File: config.mk
export PLATFORM = sky130hd
export DESIGN_NAME = ddcsd_top
export DESIGN_NICKNAME = d
export VERILOG_FILES = /design/src/rtl/ddcsd_pkg.sv /design/src/rtl/ddcsd_top.sv
export VERILOG_INCLUDE_DIRS = /design/src /design/src/rtl
export SDC_FILE = /design/constraint.sdc
export NUM_CORES = 2
export LEC_CHECK = 0
export ABC_CLOCK_PERIOD_IN_PS = 18250
export BUFFER_PORTS_ARGS = -buffer_cell sky130_fd_sc_hd__clkbuf_2
export CORE_ASPECT_RATIO = 0.75
export CORE_MARGIN = 3
export CORE_UTILIZATION = 53
export CTS_BUF_LIST = sky130_fd_sc_hd__clkbuf_2
export DETAILED_ROUTE_END_ITERATION = 7
export PLACE_DENSITY_LB_ADDON = 0.3
export SLEW_MARGIN = 20
export SYNTH_ARGS = -nofsm -noshare
export SYNTH_HDL_FRONTEND = slang
export SYNTH_SLANG_ARGS = --single-unit
File: constraint.sdc
create_clock -name core_clk_in -period 18.25 [get_ports core_clk_in]
set_input_delay 0.9125 -clock core_clk_in [delete_from_list [all_inputs] [get_ports core_clk_in]]
set_output_delay 0.9125 -clock core_clk_in [all_outputs]
set_load 0.03 [all_outputs]
File: src/rtl/ddcsd_cfg.svh
// Constants of the down-converter back end: widths, reset values, filter taps.
// Assumes inclusion by bare name from files that need the numbers.
`ifndef DDCSD_CFG_SVH
`define DDCSD_CFG_SVH
`define DDCSD_SAMPLE_W 12
`define DDCSD_OUT_W 15
`define DDCSD_INT_W 18
`define DDCSD_ACC_W 32
`define DDCSD_PHW_W 16
`define DDCSD_STAGES 4
`define DDCSD_BUF_DEPTH 2
`define DDCSD_ACC_RST 32'h0000_0000
// Symmetric tap pairs: outer weight, centre weight, right shift
`define DDCSD_STD_OUTER 18'sh00001
`define DDCSD_STD_CENTER 18'sh00002
`define DDCSD_STD_SHIFT 2
`define DDCSD_WIDE_OUTER 18'sh00001
`define DDCSD_WIDE_CENTER 18'sh00006
`define DDCSD_WIDE_SHIFT 3
`endif

File: src/rtl/ddcsd_pkg.sv
// Types shared by the down-converter back end.
// Assumes the constants header is compiled alongside.
package ddcsd_pkg;
  typedef enum logic [2:0] {DEC_NONE, DEC_2, DEC_4, DEC_8, DEC_16} ddcsd_dec_t;
endpackage

File: src/rtl/ddcsd_top.sv
// Down-converter back end: two NCOs with phase offset and alignment,
// quadrant mixer, four-stage decimation chain and a two-entry output buffer.
// Assumes all inputs are synchronous to core_clk_in (20 MHz).
// Functional notes
// - Phase word left-justified, added to accumulator
// - Frequency change needs realignment via link or sysref
// - Align on sync deassertion after code groups
// - Single sysref pulse aligns armed devices
// - Align on first sysref rise after arming
// - Decimate by 2/4/8/16, 15-bit outputs
// - Real at 2, complex at 4/8/16
// - Output rate is clock over factor
// - Bypass delivers real 12-bit samples
// - Filters use symmetric taps around centre
// - Stage count per factor, final block selectable at 4 only
`timescale 1ns/1ps
`include "ddcsd_cfg.svh"
module ddcsd_top (
  // Clock and reset
  input wire logic core_clk_in,
  input wire logic rst_n_in,
  // Sample stream in
  input wire logic [`DDCSD_SAMPLE_W-1:0] sample_in,
  input wire logic sample_valid_in,
  output logic sample_ready_out,
  // Oscillator configuration
  input wire logic [`DDCSD_ACC_W-1:0] freq_word_chan_a_in,
  input wire logic [`DDCSD_ACC_W-1:0] freq_word_chan_b_in,
  input wire logic [`DDCSD_PHW_W-1:0] phase_offset_word_chan_a_in,
  input wire logic [`DDCSD_PHW_W-1:0] phase_offset_word_chan_b_in,
  input wire logic mix_chan_b_sel_in,
  // Alignment control and link signals
  input wire logic osc_align_on_link_init_in,
  input wire logic osc_align_on_next_sysref_in,
  input wire logic serial_link_enable_in,
  input wire logic link_sync_in,
  input wire logic sysref_in,
  output logic align_pulse_out,
  // Decimation control
  input wire ddcsd_pkg::ddcsd_dec_t decim_sel_in,
  input wire logic wideband_quarter_select_in,
  // Sample stream out
  output logic [`DDCSD_OUT_W-1:0] out_i_out,
  output logic [`DDCSD_OUT_W-1:0] out_q_out,
  output logic out_complex_out,
  output logic out_valid_out,
  input wire logic out_ready_in
);
  localparam int W = `DDCSD_INT_W;
  localparam int NS = `DDCSD_STAGES;
  localparam int BW = 2 * `DDCSD_OUT_W + 1;

  logic [`DDCSD_ACC_W-1:0] acc_a_q, acc_b_q, phase_a, phase_b;
  logic sync_q, sysref_q, next_q, armed_q, align_q;
  logic sync_rise, sysref_rise, next_rise, fire;
  logic acc_in, is_cplx;
  logic [2:0] nst;
  logic signed [W-1:0] x_s, mix_i, mix_q;

  ////////////////////////////////////////////////////////////////////////////
  // Alignment events
  assign sync_rise = link_sync_in & ~sync_q;
  assign sysref_rise = sysref_in & ~sysref_q;
  assign next_rise = osc_align_on_next_sysref_in & ~next_q;
  // Link alignment only counts while the link is up; the receiver keeps
  // sync high before enabling, so enabling itself is no edge
  assign fire = (osc_align_on_link_init_in & serial_link_enable_in & sync_rise)
              | (armed_q & sysref_rise);
  assign align_pulse_out = align_q;

  always_ff @(posedge core_clk_in or negedge rst_n_in) begin
    if (!rst_n_in) begin
      sync_q <= 1'b1;
      sysref_q <= 1'b0;
      next_q <= 1'b0;
      align_q <= 1'b0;
    end else begin
      sync_q <= link_sync_in;
      sysref_q <= sysref_in;
      next_q <= osc_align_on_next_sysref_in;
      align_q <= fire;
    end
  end

  // Arm on the write of the bit; a new arm in the firing cycle wins
  always_ff @(posedge core_clk_in or negedge rst_n_in) begin
    if (!rst_n_in) begin
      armed_q <= 1'b0;
    end else if (next_rise) begin
      armed_q <= 1'b1;
    end else if (fire) begin
      armed_q <= 1'b0;
    end
  end

  ////////////////////////////////////////////////////////////////////////////
  // Oscillators
  always_ff @(posedge core_clk_in or negedge rst_n_in) begin
    if (!rst_n_in) begin
      acc_a_q <= `DDCSD_ACC_RST;
      acc_b_q <= `DDCSD_ACC_RST;
    end else if (fire) begin
      acc_a_q <= `DDCSD_ACC_RST;
      acc_b_q <= `DDCSD_ACC_RST;
    end else begin
      acc_a_q <= acc_a_q + freq_word_chan_a_in;
      acc_b_q <= acc_b_q + freq_word_chan_b_in;
    end
  end

  assign phase_a = acc_a_q + {phase_offset_word_chan_a_in, 16'h0000};
  assign phase_b = acc_b_q + {phase_offset_word_chan_b_in, 16'h0000};

  // Quadrant mixer: coarse, but exact at the four cardinal phases
  always_comb begin
    logic [1:0] quad;
    quad = mix_chan_b_sel_in ? phase_b[31:30] : phase_a[31:30];
    x_s = W'(signed'({sample_in, 3'b000}));
    mix_i = '0;
    mix_q = '0;
    case (quad)
      2'd0: mix_i = x_s;
      2'd1: mix_q = -x_s;
      2'd2: mix_i = -x_s;
      2'd3: mix_q = x_s;
      default: mix_i = x_s;
    endcase
  end

  ////////////////////////////////////////////////////////////////////////////
  // Decimation chain: stage NS-1 is the final block, earlier ones prepend
  always_comb begin
    case (decim_sel_in)
      ddcsd_pkg::DEC_2: nst = 3'd1;
      ddcsd_pkg::DEC_4: nst = 3'd2;
      ddcsd_pkg::DEC_8: nst = 3'd3;
      ddcsd_pkg::DEC_16: nst = 3'd4;
      default: nst = 3'd0;
    endcase
  end
  assign is_cplx = (nst >= 3'd2);
  assign acc_in = sample_valid_in & sample_ready_out;

  logic [NS:0] sv;
  logic signed [W-1:0] si [NS+1];
  logic signed [W-1:0] sq [NS+1];
  logic [NS-1:0] ph_q;
  assign sv[0] = 1'b0;
  assign si[0] = '0;
  assign sq[0] = '0;

  genvar s;
  generate
    for (s = 0; s < NS; s++) begin : g_stage
      logic signed [W-1:0] i1_q, i2_q, q1_q, q2_q, iin, qin, co, cc, yi, yq;
      logic vin, first, tog_q;
      int sh;
      // One flop per stage keeps each decimation phase in a single process
      assign ph_q[s] = tog_q;
      assign first = (3'(s) == 3'(NS) - nst);
      assign vin = first ? acc_in : sv[s];
      assign iin = first ? (is_cplx ? mix_i : x_s) : si[s];
      assign qin = first ? (is_cplx ? mix_q : '0) : sq[s];
      // Wider passband final block only for the quarter-rate mode
      always_comb begin
        if (s == NS - 1 && nst == 3'd2 && wideband_quarter_select_in) begin
          co = `DDCSD_WIDE_OUTER;
          cc = `DDCSD_WIDE_CENTER;
          sh = `DDCSD_WIDE_SHIFT;
        end else begin
          co = `DDCSD_STD_OUTER;
          cc = `DDCSD_STD_CENTER;
          sh = `DDCSD_STD_SHIFT;
        end
      end
      // Mirror pairs share one weight around the centre tap
      assign yi = W'((co * (iin + i2_q) + cc * i1_q) >>> sh);
      assign yq = W'((co * (qin + q2_q) + cc * q1_q) >>> sh);
      assign sv[s+1] = vin & ph_q[s] & (3'(s) >= 3'(NS) - nst);
      assign si[s+1] = yi;
      assign sq[s+1] = yq;
      always_ff @(posedge core_clk_in or negedge rst_n_in) begin
        if (!rst_n_in) begin
          i1_q <= '0;
          i2_q <= '0;
          q1_q <= '0;
          q2_q <= '0;
          tog_q <= 1'b0;
        end else if (vin) begin
          i1_q <= iin;
          i2_q <= i1_q;
          q1_q <= qin;
          q2_q <= q1_q;
          tog_q <= ~tog_q;
        end
      end
    end
  endgenerate

  ////////////////////////////////////////////////////////////////////////////
  // Two-entry output buffer; the chain is combinational from the accepted
  // sample, so refusing input while full loses nothing in flight
  logic wr_en, rd_en, wr_cplx;
  logic [`DDCSD_OUT_W-1:0] wr_i, wr_q;
  logic [BW-1:0] buf_q [`DDCSD_BUF_DEPTH];
  logic wp_q, rp_q;
  logic [1:0] cnt_q;

  assign wr_en = (nst == 3'd0) ? acc_in : sv[NS];
  assign wr_i = (nst == 3'd0) ? `DDCSD_OUT_W'(signed'(sample_in))
                              : si[NS][`DDCSD_OUT_W-1:0];
  assign wr_q = is_cplx ? sq[NS][`DDCSD_OUT_W-1:0] : '0;
  assign wr_cplx = is_cplx;
  assign rd_en = out_valid_out & out_ready_in;
  assign sample_ready_out = (cnt_q != 2'd2);
  assign out_valid_out = (cnt_q != 2'd0);
  assign {out_complex_out, out_i_out, out_q_out} = buf_q[rp_q];

  always_ff @(posedge core_clk_in or negedge rst_n_in) begin
    if (!rst_n_in) begin
      buf_q[0] <= '0;
      buf_q[1] <= '0;
      wp_q <= 1'b0;
      rp_q <= 1'b0;
      cnt_q <= 2'd0;
    end else begin
      if (wr_en) begin
        buf_q[wp_q] <= {wr_cplx, wr_i, wr_q};
        wp_q <= ~wp_q;
      end
      if (rd_en) begin
        rp_q <= ~rp_q;
      end
      cnt_q <= 2'(cnt_q + {1'b0, wr_en} - {1'b0, rd_en});
    end
  end
endmodule // ddcsd_top

==> results by group <==
STA
  • Fmax: 0.06861 GHz
  • Final Hold Vio Count: 0
  • Least-Margin Pin Slew: 1.063 ns
  • Worst Slack Setup Final: 3.675 ns
  • Tmin final: 14.58 ns
  • Unrepaired setup endpoints after global routing: false
  • Tcrit/Tclk final: 79.86%
  • Slew Viols, Final: 0
  • Final setup viols: 0
  • Setup TNS Final: 0 ns
  • Clock Skew: 0.1261 ns
  • Slew margin rel.: 28.93%

Logic synthesis
  • Syn Area/Cell: 9.090 µm²
  • Post-synth EDFFs: 0
  • Main synth FF type: dfrtp_1
  • Post-synth top area share: 33.36%
  • Syn_nets: 3941
  • Synth warn: 0
  • Synth area leader: dfrtp_1
  • Cell Area, Synth: 30750 µm²
  • Synth unique cells: 100
  • Largest cells by area after synthesis: dfrtp_1 (33%), ha_1 (11%), fa_1 (10%), nand2_1 (8.1%), mux2_2 (4.1%)
  • #FFs+latches synth: 411
  • Synth top cells by count: nand2_1 (664), dfrtp_1 (410), nor2_1 (296)
  • Synth Instances: 3383
  • Post-synthesis sequential area ratio: 33.45%
  • Ys async rst share: 100.0%
  • Top-count cell post-synth: nand2_1

Finish
  • Fillcell total: 5110
  • Final Non-Filler Cells: 4418
  • Final nets: 4122
  • Layout cell share with drive strength beyond 1: 14.52%
  • Reg area: 10290 µm²
  • Fin area: 33320 µm²
  • Multi-input gate area: 19260 µm²
  • Synth-to-layout area growth: 8.361%

Clock tree
  • Clock sink count: 411
  • Clock tree buffer depth: 3
  • CTS tree: built
  • Clk pin slew, worst setup/hold paths: 0.10 ns
  • Latest clock arrival within the worst-skew pair: 1.18 ns
  • CTS H-tree lvls: 3
  • Total CTS buffers: 104
  • CTS root buffer: clkbuf_2

Global routing
  • All-layer global routing usage: 24.62%
  • Largest net degree at the start of global routing: 98
  • GRT overflow: 0
  • First-pass GRT wire length: 122500 µm
  • Number of global-route vias before repair: 23214
  • Initial antenna violation count: 2

Setup path
  • Worst path slowest cell: nor2_1
  • CP required: 19.26 ns
  • Max incr delay on CP: 0.76 ns
  • CP dominant cell by count: a21oi_1
  • Worst-path maximum fanout: 15
  • Setup crit end kind: flip-flop
  • CP startpoint kind: flip-flop
  • WP data arrival: 15.58 ns
  • Crit Path Class: reg2reg

Run
  • Total of max-cap violations: 0

Floorplanning
  • Row count: 75
  • Top Ports: 156
  • Die W: 284.1 µm
  • Core Region: 56680 µm²
  • Initial Util: 54.26%
  • Die ar.: 60980 µm²
  • Die Ht: 214.6 µm

Route
  • Drt pass-1 iters: 5
  • Avg WL per Cell: 16.81 µm
  • Vias per Instance: 5.457
  • Via Count: 24111
  • Drt drc: 0
  • Final ANT Viol Nets: 0
  • Total Wirelength: 74260 µm
  • Initial drt markers: 1753

Placement
  • Port bufs: 155
  • Routability-driven placement congestion ratio: 0.8821
  • DP Cell Count: 4220
  • Placed inst area: 32280 µm²
  • Post-DP HPWL: 55470 µm
  • Pre-CTS WS: 3.291 ns

Worst hold path
  • Hold crit path type: in2reg

Outcome
  • Status: completed
[state kept, by name (all words and copies together) (netlist names)]
| register | cells |
|---|---|
| acc_a_q | 32 |
| acc_b_q | 32 |
| align_pulse_out | 1 |
| armed_q | 1 |
| buf_q | 62 |
| cnt_q | 2 |
| g_stage.i1_q | 68 |
| g_stage.i2_q | 68 |
| g_stage.q1_q | 68 |
| g_stage.q2_q | 68 |
| g_stage.tog_q | 4 |
| next_q | 1 |
| rp_q | 1 |
| sync_q | 1 |
| sysref_q | 1 |
| wp_q | 1 |
[cells in the final DEF, fill, tap and decap left out, types with 20 or more instances in the layout]
cell	count
nand2_1	663
dfrtp_1	410
clkbuf_2	312
nor2_1	292
ha_1	280
inv_1	206
a21oi_1	193
o21ai_0	180
fa_1	156
xnor2_1	136
mux2_2	112
xor2_1	68
a21o_1	61
and2_1	52
nor3_1	38
nand3_1	33
o21bai_1	31
o21a_1	28
buf_4	28
clkinv_1	21
nor2b_1	20
a211oi_1	20
nand2b_1	20
[critical path: cells and delay by family (launching register included)]
kind	cells	cell delay, ns
muxes	2	0.62
DFF	1	0.40
adders and majority gates	11	4.15
and+or+nand+nor	12	2.55
buffers and inverters	3	0.37
xor gates and xnor gates	6	1.22
AOI/OAI and AO/OA	23	5.09
[path summary, 6_finish.rpt]
check                      slack, ns  cells past startpoint              startpoint                         endpoint
max                             3.68                     57   acc_b_q[18]$_DFF_PN0_            buf_q[29]$_DFFE_PN0P_
min reg2reg                     0.42                      1        next_q$_DFF_PN0_              armed_q$_DFFE_PN0P_
max reg2reg                     3.68                     57   acc_b_q[18]$_DFF_PN0_            buf_q[29]$_DFFE_PN0P_
min in group asynchronous       0.36                      2                rst_n_in  g_stage[3].q2_q[10]$_DFFE_PN0P_
min                             0.16                      3  freq_word_chan_b_in[1]             acc_b_q[1]$_DFF_PN0_
max in group asynchronous      15.68                      4                rst_n_in               cnt_q[0]$_DFF_PN0_
[per-layer routing]
metal  part of all wire [%]  GRT usage [%]
met5                      0              0
met4                    1.9          5.706
met3                    7.7          6.578
met2                     41          34.35
met1                     50          37.88
[layout make-up]
| class | instances | area share [%] |
|---|---|---|
| Antenna cell | 4 | 0.03004 |
| Clock buffer | 158 | 2.373 |
| Clock inverter | 28 | 0.4806 |
| Inverter | 208 | 2.343 |
| Multi-Input combinational cell | 2648 | 57.79 |
| Sequential cell | 411 | 30.87 |
| Tap cell | 770 | 2.891 |
| Timing Repair Buffer | 191 | 3.229 |
[cell families (layout without fill, tap and decap cells)]
family          after synthesis  in the layout  share of synthesized area [%]
compound gates              647            647                          13.16
xor+xnor                    204            204                          5.810
fa+ha+maj                   436            436                          21.55
buf+inv                     324            585                          4.097
flops                       411            411                          33.45
mux                         125            125                          4.524
other cells                   0              4                              0
simple gates               1236           1236                          17.41
[per-stage QoR]
step | hold WS, ns | utilization, %
after floorplan | 0.3996 | -
after global placement | 0.4030 | 56.96
after detailed placement | 0.4180 | 56.96
after CTS | 0.004606 | 58.77
after global routing | 0.01090 | 58.79
final | 0.1561 | 58.79
[what timing repair did]
action | CTS | global route
hold endpoints to repair | 103 | 0
hold buffers | 8 | 0
setup buffers | 0 | 0
gates resized for setup | 0 | 0
Power is not shown: default switching activity piles up to over one toggle a cycle in this logic, so the estimate is an artifact.
